## config.mk

```make
export PLATFORM = sky130hd
export DESIGN_NAME = stc_target
export DESIGN_NICKNAME = d
export VERILOG_FILES = /design/src/shared/stc_pkg.sv /design/src/rtl/stc_buf2.sv /design/src/rtl/stc_target.sv
export SDC_FILE = /design/constraint.sdc
export NUM_CORES = 1
export LEC_CHECK = 0
export ABC_AREA = 1
export BUFFER_PORTS_ARGS = -buffer_cell sky130_fd_sc_hd__clkbuf_2
export CORE_UTILIZATION = 50
export CTS_CLUSTER_SIZE = 24
export DETAILED_ROUTE_END_ITERATION = 16
export GPL_TIMING_DRIVEN = 1
export MAX_ROUTING_LAYER = met4
export PLACE_DENSITY = 0.69
export RECOVER_POWER = 50
export SLEW_MARGIN = 15
export SYNTH_ARGS = -nofsm -noshare
export SYNTH_HDL_FRONTEND = slang
export SYNTH_HIERARCHICAL = 1
export SYNTH_SLANG_ARGS = --single-unit
```

## constraint.sdc

```tcl
create_clock -name mclk -period 4.8 [get_ports mclk]
set_input_delay 0 -clock mclk [delete_from_list [all_inputs] [get_ports mclk]]
set_output_delay 0 -clock mclk [all_outputs]
set_load 0.01 [all_outputs]
```

## src/shared/stc_pkg.sv

```systemverilog
`default_nettype none
package stc_pkg;
  localparam int CDB_LEN = 6;
  localparam int CDB_IDX_W = 3;
  localparam int BYTE_W = 8;
  localparam int OPC_W = 5;
  localparam int COUNT_W = 24;
  localparam int CMD_W = OPC_W + COUNT_W + BYTE_W;
  localparam int IN_SYNC_W = 5 + BYTE_W;

  // Command block byte positions and fields
  localparam int CDB_OPC_BYTE = 0;
  localparam int CDB_LUN_BYTE = 1;
  localparam int CDB_CNT_MSB_BYTE = 2;
  localparam int CDB_CNT_MID_BYTE = 3;
  localparam int CDB_CNT_LSB_BYTE = 4;
  localparam int CDB_CTRL_BYTE = 5;
  localparam int CLASS_MSB = 7;
  localparam int CLASS_LSB = 5;
  localparam int OPC_MSB = 4;
  localparam int LUN_MSB = 7;
  localparam int LUN_LSB = 5;

  // Opcodes that have a command behind them, one bit per opcode
  localparam logic [31:0] OPC_SUPPORTED = 32'h0EFF_056B;

  // Completion status byte
  localparam logic [7:0] STATUS_GOOD = 8'h00;
  localparam int STAT_CHECK_BIT = 1;
  localparam int STAT_BUSY_BIT = 3;
  localparam int STAT_RESV_BIT = 4;

  // Message codes
  localparam logic [7:0] MSG_COMPLETE = 8'h00;
  localparam logic [7:0] MSG_SAVE_PTR = 8'h02;
  localparam logic [7:0] MSG_RESTORE_PTR = 8'h03;
  localparam logic [7:0] MSG_DISCONNECT = 8'h04;
  localparam logic [7:0] MSG_INIT_ERROR = 8'h05;
  localparam logic [7:0] MSG_ABORT = 8'h06;
  localparam logic [7:0] MSG_REJECT = 8'h07;
  localparam logic [7:0] MSG_NOP = 8'h08;
  localparam logic [7:0] MSG_BUS_RESET = 8'h0C;
  localparam int IDENT_BIT = 7;
  localparam int IDENT_DISC_BIT = 6;
  localparam logic [7:0] IDENT_ZERO_MASK = 8'h38;
  localparam logic [7:0] IDENT_BASE = 8'h80;
  localparam int IDENT_LUN_MSB = 2;

  // Phase lines {msg, c/d, i/o}
  localparam logic [2:0] PH_NONE = 3'b000;
  localparam logic [2:0] PH_DATA_IN = 3'b001;
  localparam logic [2:0] PH_COMMAND = 3'b010;
  localparam logic [2:0] PH_STATUS = 3'b011;
  localparam logic [2:0] PH_MSG_OUT = 3'b110;
  localparam logic [2:0] PH_MSG_IN = 3'b111;

  typedef enum logic [3:0] {
    ST_IDLE    = 4'h0,
    ST_CMD     = 4'h1,
    ST_EXEC    = 4'h2,
    ST_SAVE    = 4'h3,
    ST_DISC    = 4'h4,
    ST_SUSP    = 4'h5,
    ST_RESEL   = 4'h6,
    ST_IDENT   = 4'h7,
    ST_RESTORE = 4'h8,
    ST_STATUS  = 4'h9,
    ST_CMPL    = 4'hA,
    ST_MSGO    = 4'hB,
    ST_REJECT  = 4'hC
  } stc_state_type;
endpackage
`default_nettype wire

```

## src/rtl/stc_buf2.sv

```systemverilog
`timescale 1ns/1ps
`default_nettype none
module stc_buf2 #(
  parameter int WIDTH = 8,
  parameter int DEPTH = 2
) (
  input  wire logic             mclk,
  input  wire logic             srst,
  input  wire logic             in_valid,
  output logic                  in_ready,
  input  wire logic [WIDTH-1:0] in_data,
  output logic                  out_valid,
  input  wire logic             out_ready,
  output logic [WIDTH-1:0]      out_data
);
  localparam int PTR_W = (DEPTH > 1) ? $clog2(DEPTH) : 1;
  localparam int CNT_W = $clog2(DEPTH + 1);
  localparam logic [CNT_W-1:0] FULL = CNT_W'(DEPTH);
  localparam logic [PTR_W-1:0] LAST = PTR_W'(DEPTH - 1);

  logic [WIDTH-1:0] mem_reg [DEPTH];
  logic [PTR_W-1:0] wr_reg;
  logic [PTR_W-1:0] rd_reg;
  logic [CNT_W-1:0] cnt_reg;
  logic             push;
  logic             pop;

  assign in_ready  = (cnt_reg != FULL);
  assign out_valid = (cnt_reg != '0);
  assign out_data  = mem_reg[rd_reg];
  assign push      = in_valid & in_ready;
  assign pop       = out_valid & out_ready;

  always_ff @(posedge mclk)
  begin
    if (push)
    begin
      mem_reg[wr_reg] <= in_data;
    end
  end

  always_ff @(posedge mclk)
  begin
    if (srst)
    begin
      wr_reg  <= '0;
      rd_reg  <= '0;
      cnt_reg <= '0;
    end
    else
    begin
      if (push)
      begin
        wr_reg <= (wr_reg == LAST) ? '0 : wr_reg + 1'b1;
      end
      if (pop)
      begin
        rd_reg <= (rd_reg == LAST) ? '0 : rd_reg + 1'b1;
      end
      if (push && !pop)
      begin
        cnt_reg <= cnt_reg + 1'b1;
      end
      else if (pop && !push)
      begin
        cnt_reg <= cnt_reg - 1'b1;
      end
    end
  end
endmodule
`default_nettype wire

```

## src/rtl/stc_target.sv

```systemverilog
// Contract
// - Command arrives as six bytes in order
// - Opcode is low five bits, 00h-1Fh
// - Pass 24-bit block count, MSB first
// - Status byte ends every command or error
// - Buffered write errors reported next command
// - Good is 00h; bits 0,2,5,6,7 zero
// - Busy bit 3 while unit still busy
// - Check bit 1 on blocking error
// - Reservation conflict sets bits 4 and 3
// - Message 00h after status, then bus free
// - Send 02h before disconnecting
// - Send 03h so host restores pointers
// - Send 04h after 02h, then bus free
// - Messages 06h or 0Ch fully reset controller; the code clears all but the input synchronizer flops
// - Either side may reject with 07h
// - Identify 80h-FFh carries logical unit
// - Disconnect only if identify bit 6 set
// - Drive MSG, C/D, I/O for phase
// - Interlocked REQ/ACK per byte
// - Take all six bytes before error status
// - ATN leads into message out phase
`timescale 1ns/1ps
`default_nettype none
module stc_target
  import stc_pkg::*;
#(
  parameter logic [7:0] RESEL_ID_MASK = 8'h81
) (
  input  wire logic               mclk,
  input  wire logic               srst,
  input  wire logic               bus_rst_in,
  input  wire logic               bus_sel_in,
  input  wire logic               bus_bsy_in,
  input  wire logic               bus_atn_in,
  input  wire logic               bus_ack_in,
  input  wire logic [BYTE_W-1:0]  bus_data_in,
  output logic                    bus_bsy_out,
  output logic                    bus_sel_out,
  output logic                    bus_req_out,
  output logic                    bus_msg_out,
  output logic                    bus_cd_out,
  output logic                    bus_io_out,
  output logic [BYTE_W-1:0]       bus_data_out,
  output logic                    bus_data_oe,
  output logic                    cmd_valid,
  input  wire logic               cmd_ready,
  output logic [OPC_W-1:0]        cmd_opcode,
  output logic [COUNT_W-1:0]      cmd_count,
  output logic [BYTE_W-1:0]       cmd_control,
  input  wire logic               exec_done,
  input  wire logic               exec_check,
  input  wire logic               exec_conflict,
  input  wire logic               exec_disc_req,
  input  wire logic               deferred_err,
  input  wire logic               unit_busy,
  input  wire logic               resv_conflict,
  output logic                    disc_allowed,
  output logic                    connected
);
  logic [IN_SYNC_W-1:0] meta_reg;
  logic [IN_SYNC_W-1:0] sync_reg;
  logic                 rst_s;
  logic                 sel_s;
  logic                 bsy_s;
  logic                 atn_s;
  logic                 ack_s;
  logic [BYTE_W-1:0]    data_s;

  stc_state_type        state_reg;
  stc_state_type        state_next;
  stc_state_type        resume_reg;
  stc_state_type        resume_next;
  logic                 req_reg;
  logic                 acked_reg;
  logic                 byte_end;
  logic [CDB_IDX_W-1:0] cdb_idx_reg;
  logic [BYTE_W-1:0]    cdb_reg [CDB_LEN];
  logic [BYTE_W-1:0]    msgo_reg;
  logic [BYTE_W-1:0]    stat_reg;
  logic                 deferred_reg;
  logic                 done_pend_reg;
  logic                 done_check_reg;
  logic                 done_conf_reg;
  logic                 push_valid_reg;
  logic                 push_ready;
  logic                 cdb_last;
  logic                 cdb_bad;
  logic                 cmd_good;
  logic                 abort_now;
  logic                 clr;

  function automatic logic is_xfer(input stc_state_type s);
    case (s)
      ST_CMD, ST_SAVE, ST_DISC, ST_IDENT, ST_RESTORE,
      ST_STATUS, ST_CMPL, ST_MSGO, ST_REJECT: is_xfer = 1'b1;
      default:                                 is_xfer = 1'b0;
    endcase
  endfunction

  function automatic logic [2:0] phase_of(input stc_state_type s);
    case (s)
      ST_CMD:    phase_of = PH_COMMAND;
      ST_STATUS: phase_of = PH_STATUS;
      ST_MSGO:   phase_of = PH_MSG_OUT;
      ST_RESEL:  phase_of = PH_DATA_IN;
      ST_SAVE, ST_DISC, ST_IDENT, ST_RESTORE,
      ST_CMPL, ST_REJECT: phase_of = PH_MSG_IN;
      default:   phase_of = PH_NONE;
    endcase
  endfunction

  function automatic logic [BYTE_W-1:0] byte_of(input stc_state_type s,
                                                input logic [BYTE_W-1:0] st);
    case (s)
      ST_SAVE:    byte_of = MSG_SAVE_PTR;
      ST_DISC:    byte_of = MSG_DISCONNECT;
      ST_IDENT:   byte_of = IDENT_BASE;
      ST_RESTORE: byte_of = MSG_RESTORE_PTR;
      ST_STATUS:  byte_of = st;
      ST_CMPL:    byte_of = MSG_COMPLETE;
      ST_REJECT:  byte_of = MSG_REJECT;
      ST_RESEL:   byte_of = RESEL_ID_MASK;
      default:    byte_of = '0;
    endcase
  endfunction

  // Bus pins are asynchronous; data rides with ACK through the same flops
  always_ff @(posedge mclk)
  begin
    if (srst)
    begin
      meta_reg <= '0;
      sync_reg <= '0;
    end
    else
    begin
      meta_reg <= {bus_rst_in, bus_sel_in, bus_bsy_in, bus_atn_in,
                   bus_ack_in, bus_data_in};
      sync_reg <= meta_reg;
    end
  end

  assign {rst_s, sel_s, bsy_s, atn_s, ack_s, data_s} = sync_reg;

  // Data is sampled at ACK rise, but ACK passes the same two flops
  assign byte_end  = acked_reg & ~ack_s;
  assign cdb_last  = (cdb_idx_reg == CDB_IDX_W'(CDB_LEN - 1));
  assign cdb_bad   = (cdb_reg[CDB_OPC_BYTE][CLASS_MSB:CLASS_LSB] != '0)
                   | (cdb_reg[CDB_LUN_BYTE][LUN_MSB:LUN_LSB] != '0)
                   | ~OPC_SUPPORTED[cdb_reg[CDB_OPC_BYTE][OPC_MSB:0]];
  assign cmd_good  = ~cdb_bad & ~unit_busy & ~resv_conflict & ~deferred_reg;
  assign abort_now = (state_reg == ST_MSGO) & byte_end
                   & ((msgo_reg == MSG_ABORT) | (msgo_reg == MSG_BUS_RESET));
  // Bus reset or abort message acts like the local reset, except the input synchronizer flops are not cleared
  assign clr       = srst | rst_s | abort_now;

  always_comb
  begin
    state_next  = state_reg;
    resume_next = resume_reg;
    case (state_reg)
      ST_IDLE:
        if (sel_s && !bsy_s)
        begin
          state_next  = atn_s ? ST_MSGO : ST_CMD;
          resume_next = ST_CMD;
        end
      ST_CMD:
        if (byte_end)
        begin
          // Error found early still waits for all six bytes
          if (!cdb_last)
            resume_next = ST_CMD;
          else if (cmd_good)
            resume_next = ST_EXEC;
          else
            resume_next = ST_STATUS;
          state_next = atn_s ? ST_MSGO : resume_next;
        end
      ST_EXEC:
        if (push_valid_reg)
          state_next = ST_EXEC;
        else if (atn_s)
        begin
          state_next  = ST_MSGO;
          resume_next = ST_EXEC;
        end
        else if (done_pend_reg)
          state_next = ST_STATUS;
        else if (exec_disc_req && disc_allowed)
          state_next = ST_SAVE;
      ST_SAVE:
        if (byte_end)
          state_next = ST_DISC;
      ST_DISC:
        if (byte_end)
          state_next = ST_SUSP;
      ST_SUSP:
        if (done_pend_reg)
          state_next = ST_RESEL;
      ST_RESEL:
        if (bsy_s)
          state_next = ST_IDENT;
      ST_IDENT:
        if (byte_end)
          state_next = ST_RESTORE;
      ST_RESTORE:
        if (byte_end)
          state_next = ST_STATUS;
      ST_STATUS:
        if (byte_end)
          state_next = ST_CMPL;
      ST_CMPL:
        if (byte_end)
          state_next = ST_IDLE;
      ST_MSGO:
        if (byte_end)
        begin
          if (msgo_reg[IDENT_BIT]
              || (msgo_reg == MSG_INIT_ERROR)
              || (msgo_reg == MSG_REJECT)
              || (msgo_reg == MSG_NOP))
            state_next = resume_reg;
          else
            state_next = ST_REJECT;
        end
      ST_REJECT:
        if (byte_end)
          state_next = resume_reg;
      default:
        state_next = ST_IDLE;
    endcase
  end

  always_ff @(posedge mclk)
  begin
    if (clr)
    begin
      state_reg  <= ST_IDLE;
      resume_reg <= ST_IDLE;
    end
    else
    begin
      state_reg  <= state_next;
      resume_reg <= resume_next;
    end
  end

  // REQ rises only once ACK is seen low, a cycle after phase and data; status data from ST_CMD or ST_EXEC comes with REQ
  always_ff @(posedge mclk)
  begin
    if (clr || !is_xfer(state_reg) || byte_end)
    begin
      req_reg   <= 1'b0;
      acked_reg <= 1'b0;
    end
    else if (req_reg && ack_s)
    begin
      req_reg   <= 1'b0;
      acked_reg <= 1'b1;
    end
    else if (!req_reg && !acked_reg && !ack_s)
    begin
      req_reg <= 1'b1;
    end
  end

  always_ff @(posedge mclk)
  begin
    if (clr)
    begin
      cdb_idx_reg <= '0;
      msgo_reg    <= '0;
    end
    else
    begin
      if (req_reg && ack_s && state_reg == ST_CMD)
        cdb_reg[cdb_idx_reg] <= data_s;
      if (req_reg && ack_s && state_reg == ST_MSGO)
        msgo_reg <= data_s;
      if (state_reg == ST_IDLE)
        cdb_idx_reg <= '0;
      else if (state_reg == ST_CMD && byte_end && !cdb_last)
        cdb_idx_reg <= cdb_idx_reg + 1'b1;
    end
  end

  // Identify from the host sets the disconnect privilege
  always_ff @(posedge mclk)
  begin
    if (clr || state_reg == ST_IDLE)
      disc_allowed <= 1'b0;
    else if (state_reg == ST_MSGO && byte_end && msgo_reg[IDENT_BIT]
             && ((msgo_reg & IDENT_ZERO_MASK) == '0))
      disc_allowed <= msgo_reg[IDENT_DISC_BIT];
  end

  // Deferred error survives until a later command picks it up;
  // a new error in the pickup cycle wins
  always_ff @(posedge mclk)
  begin
    if (srst || rst_s || abort_now)
      deferred_reg <= 1'b0;
    else if (deferred_err)
      deferred_reg <= 1'b1;
    else if (state_reg == ST_CMD && byte_end && cdb_last && !cdb_bad
             && !unit_busy && !resv_conflict)
      deferred_reg <= 1'b0;
  end

  always_ff @(posedge mclk)
  begin
    if (clr)
    begin
      done_pend_reg  <= 1'b0;
      done_check_reg <= 1'b0;
      done_conf_reg  <= 1'b0;
    end
    else if (exec_done)
    begin
      done_pend_reg  <= 1'b1;
      done_check_reg <= exec_check;
      done_conf_reg  <= exec_conflict;
    end
    else if (state_next == ST_STATUS || state_next == ST_RESEL)
      done_pend_reg <= 1'b0;
  end

  // Only bits 1, 3 and 4 can ever be set
  always_ff @(posedge mclk)
  begin
    if (clr)
      stat_reg <= STATUS_GOOD;
    else if (state_reg == ST_CMD && byte_end && cdb_last)
    begin
      stat_reg <= STATUS_GOOD;
      if (cdb_bad)
        stat_reg[STAT_CHECK_BIT] <= 1'b1;
      else if (unit_busy)
        stat_reg[STAT_BUSY_BIT] <= 1'b1;
      else if (resv_conflict)
      begin
        stat_reg[STAT_BUSY_BIT] <= 1'b1;
        stat_reg[STAT_RESV_BIT] <= 1'b1;
      end
      else if (deferred_reg)
        stat_reg[STAT_CHECK_BIT] <= 1'b1;
    end
    else if (done_pend_reg && state_next != state_reg
             && (state_next == ST_STATUS || state_next == ST_RESEL))
    begin
      stat_reg <= STATUS_GOOD;
      stat_reg[STAT_CHECK_BIT] <= done_check_reg;
      stat_reg[STAT_BUSY_BIT]  <= done_conf_reg;
      stat_reg[STAT_RESV_BIT]  <= done_conf_reg;
    end
  end

  // Block waits here while the executor stalls the buffer
  always_ff @(posedge mclk)
  begin
    if (clr)
      push_valid_reg <= 1'b0;
    else if (state_reg == ST_CMD && byte_end && cdb_last && cmd_good)
      push_valid_reg <= 1'b1;
    else if (push_ready)
      push_valid_reg <= 1'b0;
  end

  stc_buf2 #(
    .WIDTH (CMD_W),
    .DEPTH (2)
  ) u_cmd_buf (
    .mclk      (mclk),
    .srst      (clr),
    .in_valid  (push_valid_reg),
    .in_ready  (push_ready),
    .in_data   ({cdb_reg[CDB_OPC_BYTE][OPC_MSB:0],
                 cdb_reg[CDB_CNT_MSB_BYTE],
                 cdb_reg[CDB_CNT_MID_BYTE],
                 cdb_reg[CDB_CNT_LSB_BYTE],
                 cdb_reg[CDB_CTRL_BYTE]}),
    .out_valid (cmd_valid),
    .out_ready (cmd_ready),
    .out_data  ({cmd_opcode, cmd_count, cmd_control})
  );

  // Bus outputs follow the next state so phase leads REQ
  always_ff @(posedge mclk)
  begin
    if (clr)
    begin
      bus_bsy_out  <= 1'b0;
      bus_sel_out  <= 1'b0;
      bus_msg_out  <= 1'b0;
      bus_cd_out   <= 1'b0;
      bus_io_out   <= 1'b0;
      bus_data_out <= '0;
      bus_data_oe  <= 1'b0;
      connected    <= 1'b0;
    end
    else
    begin
      bus_bsy_out <= (state_next != ST_IDLE) && (state_next != ST_SUSP)
                     && (state_next != ST_RESEL);
      bus_sel_out <= (state_next == ST_RESEL);
      {bus_msg_out, bus_cd_out, bus_io_out} <= phase_of(state_next);
      bus_data_out <= byte_of(state_next, stat_reg);
      bus_data_oe  <= phase_of(state_next) == PH_DATA_IN
                      || phase_of(state_next) == PH_STATUS
                      || phase_of(state_next) == PH_MSG_IN;
      connected    <= (state_next != ST_IDLE) && (state_next != ST_SUSP);
    end
  end

  assign bus_req_out = req_reg;
endmodule
`default_nettype wire

```

Yosys cells after proc, flatten, opt, wreduce, memory -nomap -nowiden
Memories as Yosys holds them, arrays and structs flattened. A register that Yosys moved wholly into a read port is not among the register bits.
Index checks and enable logic that the tools add are counted.
Storage, ports and cells
  bits in registers: 72
  latch bits: 0
  bits in writable memories: 122
  memory bits (read-only): 240
  bits of input ports: 23
  logic and storage cells: 212
  memories kept: 8
Operators by class
  add/subtract/negate cells: 5
  multiply operators: 0
  div/mod/pow operators: 0
  order comparisons: 1
  equality and inequality tests: 36
  shifts and indexed selects: 0
  muxes and demuxes: 60
  bitwise gates (word level): 19
  reductions and logical operators: 60
Memories
  u_cmd_buf.mem_reg: depth 2, width 37, rd ports 1, clocked after Yosys merged registers in 1, write ports 1, RTL line stc_buf2.sv:21  | logic [WIDTH-1:0] mem_reg [DEPTH];
  (no name shown): depth 16, width 3, rd ports 1, clocked after Yosys merged registers in 1, write ports 0, RTL line stc_target.sv:102  | case (s)
  (no name shown): depth 16, width 3, rd ports 1, clocked after Yosys merged registers in 0, write ports 0, RTL line stc_target.sv:102
  (no name shown): depth 16, width 3, rd ports 1, clocked after Yosys merged registers in 0, write ports 0, RTL line stc_target.sv:102
  (no name shown): depth 16, width 3, rd ports 1, clocked after Yosys merged registers in 0, write ports 0, RTL line stc_target.sv:102
  cdb_reg: depth 6, width 8, rd ports 6, clocked after Yosys merged registers in 0, write ports 1, RTL line stc_target.sv:78  | logic [BYTE_W-1:0] cdb_reg [CDB_LEN];
  +2 memories
Operators with widths (count)
  $mux W4: 26
  $pmux W8 S7: 1
  $pmux W4 S13: 1
  $eq A4 B4 Y1 const B: 8
  $eq A4 B3 Y1 const B: 7
  $eq A8 B3 Y1 const B: 3
  $logic_and A1 B1 Y1: 23
  $mux W1: 22
  $eq A8 B4 Y1 const B: 2
  $eq A4 B2 Y1 const B: 3
  $pmux W4 S3: 1
  $reduce_bool A2 Y1: 6
  $logic_not A1 Y1: 11
  $logic_or A1 B1 Y1: 11
  $mux W5: 2
  $ne A2 B2 Y1 const B: 5
  $mux W3: 3
  $reduce_bool A3 Y1: 3
  $and A1 B1 Y1: 8
  $logic_not A8 Y1: 1
  $mux W2: 4
  $ne A4 B3 Y1 const B: 2
  $eq A3 B3 Y1 const B: 2
  $lt A5 B6 Y1 const B: 1
  other kinds (14): 25

Longest topological paths before layout
An unclocked memory read counts as a cell.
  depth after elaboration: 19
  gate-level depth with buffers: 19
  depth with buffers taken out: 19

Cells and area by module
Netlist, hierarchy kept.
By module, submodules not included
  stc_target: times used 1, cells an instance 534, area each 4835.9 um^2, seq. area each 2672.6 um^2
  stc_buf2: times used 1, cells an instance 152, area each 3061.7 um^2, seq. area each 2322.2 um^2

Least setup slack after synthesis
OpenSTA, ideal clock, no wires.
  path type: flip-flop to flip-flop
  start point: register u_cmd_buf.cnt_reg[0]
  end point: memory u_cmd_buf/mem_reg[0][0] (netlist name) (enable)
  library setup time: 0.431 ns
  arrival: 2.100 ns
  setup slack: 2.268 ns
  cell stages (with the launch flop): 5
  path buffers: 0
  period minus slack after synthesis: 2.532 ns
  cell sequence: dfxtp_1 inv_1 nand2_1 nand2_1 nor2_1
Between the ends
  word-level cells in the longest chain between the ends: 4
Ends and longest elaborated chain
  from (decl): RTL line stc_buf2.sv:24  | logic [CNT_W-1:0] cnt_reg;
  from (signal assigned): RTL line stc_buf2.sv:62  | cnt_reg <= cnt_reg + 1'b1;
  from (signal assigned): RTL line stc_buf2.sv:66  | cnt_reg <= cnt_reg - 1'b1;
  $ne A2 B2 Y1: RTL line stc_buf2.sv:28  | assign in_ready = (cnt_reg != FULL);
  net push_ready: RTL line stc_target.sv:86  | logic push_ready;
  $and A1 B1 Y1: RTL line stc_buf2.sv:31  | assign push = in_valid & in_ready;
  $mux W1: RTL line stc_buf2.sv:36  | if (push)
  $mux W1 (not written as such): RTL line stc_buf2.sv:38  | mem_reg[wr_reg] <= in_data;
  to (decl): RTL line stc_buf2.sv:21
The timed path passes the listed nets, and every way through them passes these cells.

Final worst setup path
  start point: register u_cmd_buf.cnt_reg[0]
  end point: memory u_cmd_buf/mem_reg[1][5] (netlist name) (enable)
The elaborated chain is that of the path after synthesis.

==> impl_metrics.py <==
metrics = {
    "run_status": {
        "outcome": "finished with violations",
        "violations": "capacitance limit, slew limit",
    },
    "clock_tree": {
        "clkTransAtPathRegs_ns": 0.07,
        "cts_sinks": 191,
        "clk-insertion-delay-late_ns": 0.42,
        "clk_path_buf_depth": 2,
        "cts_tree": "yes",
        "ctsHtreeMaxLevel": 4,
        "clockRootBuffer": "clkbuf_16",
        "cts_resized": 0,
        "cts_buffers": 17,
    },
    "drt": {
        "viasPerCell": 4.94,
        "route.met2.wl_um": 7300,
        "wl_met1_um": 6560,
        "top_layer": "met4",
        "first_iter_violations": 332,
        "vias": 5006,
        "dr_wl_met3_um": 693,
        "post_drt_wl_per_cell_um": 14.6,
        "first_pass_iters": 5,
        "drt_wl_total_um": 14800,
        "drcViolationCount": 0,
        "postRouteAntennaNets": 0,
    },
    "timing": {
        "timing.fmax_mhz": 360,
        "final.period_utilization_pct": 57.9,
        "finClkSkew_ns": 0.00647,
        "finalHoldViolCount": 0,
        "slew_headroom_pct": -46.2,
        "slew_viol_final": 38,
        "rsz0062_at_grt": "false",
        "tightest_slew_ns": 2.19,
        "setup_viol": 0,
        "whs_ns": 0.0375,
        "finalCriticalPeriod_ns": 2.78,
        "fin_ws_ns": 2.02,
        "final.setup.tns_ns": 0,
    },
    "layout": {
        "nFillCells": 1251,
        "largest_register_ffs": 74,
        "stdcell_area_mm2": 0.00920,
        "drive_gt1_share_pct": 23.2,
        "seq_area_mm2": 0.00500,
        "syn2layout_area_growth_pct": 16.5,
        "antenna_cells": 0,
        "multi_input_area_mm2": 0.00240,
        "fin_nets": 822,
    },
    "logic_synthesis": {
        "synth_cells": 686,
        "seq_area_frac_synth_pct": 63.2,
        "ys_top_cells_by_area": "edfxtp_1 (44%), dfxtp_1 (19%), mux2_4 (5.7%)",
        "syn_avg_cell_area_um2": 11.5,
        "synth_adder_area_share_pct": 1.43,
        "synthSimpleGateAreaFrac_pct": 17.8,
        "async_flop_share_pct": 0,
        "yosysMostFrequentCell": "edfxtp_1",
        "synth_top_family_by_area": "simple AND/OR/NAND/NOR gates",
        "syn_area_mm2": 0.00790,
        "synth_mux_area_share_pct": 6.70,
        "ys_types": 47,
        "synthTopCellsByCount": "edfxtp_1 (117), nand2_1 (95), nor2_1 (83), inv_1 (82), dfxtp_1 (74)",
        "yosysWarnings": 6,
        "synth_top_cell_by_area": "edfxtp_1",
        "synth_compound_area_share_pct": 4.02,
        "yosysTopAreaCellShare_pct": 44.5,
        "ys_seq_elements": 191,
        "synth_xor_area_share_pct": 0.111,
        "synth_edf_count": 117,
        "ys.flop_type": "edfxtp_1",
    },
    "global_routing": {
        "antenna_found_initial": 0,
        "grt_pass1_wl_um": 24300,
        "grt_overflow": 0,
        "grt_max_degree": 38,
        "grt_usage_pct": 20.1,
        "grt_pass1_vias": 4930,
    },
    "placement": {
        "post-place-ws_ns": 2.02,
        "port_buffers": 75,
        "place.gp.congestion": 0.925,
        "dp_hpwl_um": 10100,
        "dpl_cell_area_mm2": 0.00841,
    },
    "floorplan": {
        "die_y_um": 128,
        "die_w_um": 128,
        "core_area_mm2": 0.0153,
        "die-area_mm2": 0.0163,
        "ios": 78,
        "placementRows": 45,
        "start_util_pct": 51.6,
    },
    "setup_path": {
        "worstSetupEndpointType": "register",
        "crit_chain": "inv_1 -> nand2_1 -> nand2_1 -> nor2_2 -> clkbuf_1",
        "crit_family": "buffers and inverters",
        "path_max_fanout": 37,
        "critPathMostFrequentCell": "nand2_1",
        "critical_path_arrival_ns": 2.78,
        "max_stage_delay_ns": 1.56,
        "critPathKind": "reg2reg",
        "crit_required_ns": 4.81,
        "r2r_cells": 5,
        "crit_cells": 5,
        "cp_slowest_cell": "clkbuf_1",
        "crit_buf_inv": 2,
        "setup.worst_path.start_class": "register",
    },
    "power_and_ir_drop": {
        "power_mw": 3.18,
        "leakage_nw": 3.71,
        "pwr_density_cell_mw_per_mm2": 346,
        "ir_worst_vdd_uv": 219,
    },
    "hold_path": {
        "worstHoldPathCells": 5,
        "hp-class": "in2reg",
    },
    "job": {
        "max_cap_violations": 1,
    },
}
[layout by cell type, fill, tap and decap left out, types with 8 or more instances in the layout]
cell type / netlist / layout
edfxtp_1: 117 / 117
nand2_1: 95 / 95
inv_1: 82 / 82
nor2_1: 83 / 81
dfxtp_1: 74 / 73
clkbuf_2: 0 / 59
a21oi_1: 31 / 31
mux2_4: 30 / 30
nand3_1: 29 / 29
dlygate4sd3_1: 0 / 23
clkbuf_1: 5 / 18
nand4_1: 17 / 17
clkbuf_16: 0 / 17
o21ai_0: 12 / 12
nor2_2: 9 / 11
nor3_1: 11 / 9
ha_1: 9 / 9
inv_2: 8 / 8
nand2_4: 8 / 8
[layout make-up]
type / instances / area share, %
Sequential cell: 191 / 54.3
Multi-Input combinational cell: 385 / 26.1
Timing Repair Buffer: 102 / 6.65
Clock buffer: 19 / 4.81
Inverter: 93 / 3.90
Tap cell: 211 / 2.87
Clock inverter: 13 / 1.40
[power breakdown]
group          switching, mW  leakage (nW)  internal (mW)
Sequential            0.0161          1.66           1.74
Clock                  0.632         0.276          0.698
Combinational         0.0560          1.77         0.0399
Total                  0.704          3.71           2.48
[logic make-up after synthesis]
family,count (synthesis)
AO/OA/AOI/OAI,56
multiplexers,37
XOR/XNOR,1
flip-flops,191
other,1
buffers and inverters,111
adder cells (fa/ha/maj),9
AND/OR/NAND/NOR,280
[routing by layer]
layer / vias to the layer above / track usage, %
met1: 2354 / 24.5
met2: 127 / 32.9
li1: 2501 / -
met5: - / -
met3: 24 / 4.55
met4: 0 / 7.34
[stage by stage]
stage	instances	util (%)
6_report	1014	60.1
5_1_grt	1014	60.1
4_1_cts	1014	60.2
3_5_place_dp	959	54.9
3_3_place_gp	959	54.9
2_1_floorplan	687	-
[final timing paths]
kind                             start                      end  slack (ns)
setup / recovery  u_cmd_buf/cnt_reg[0]  u_cmd_buf/mem_reg[1][5]        2.02
hold / removal           resv_conflict             deferred_reg        0.04
setup reg to reg  u_cmd_buf/cnt_reg[0]  u_cmd_buf/mem_reg[1][5]        2.02
hold reg to reg            meta_reg[6]              sync_reg[6]        0.40
[worst min-delay path, stage by stage]
cell      delay, ns
clkbuf_2       0.08
inv_1          0.05
nand2_1        0.09
o21ai_0        0.09
a21oi_1        0.11
[timing repair]
action / CTS / global route
hold endpoints to repair: 21 / 0
buffers inserted: 0 / 0
hold buffers: 23 / 0
No activity file was read; power rests on OpenSTA's default activity.
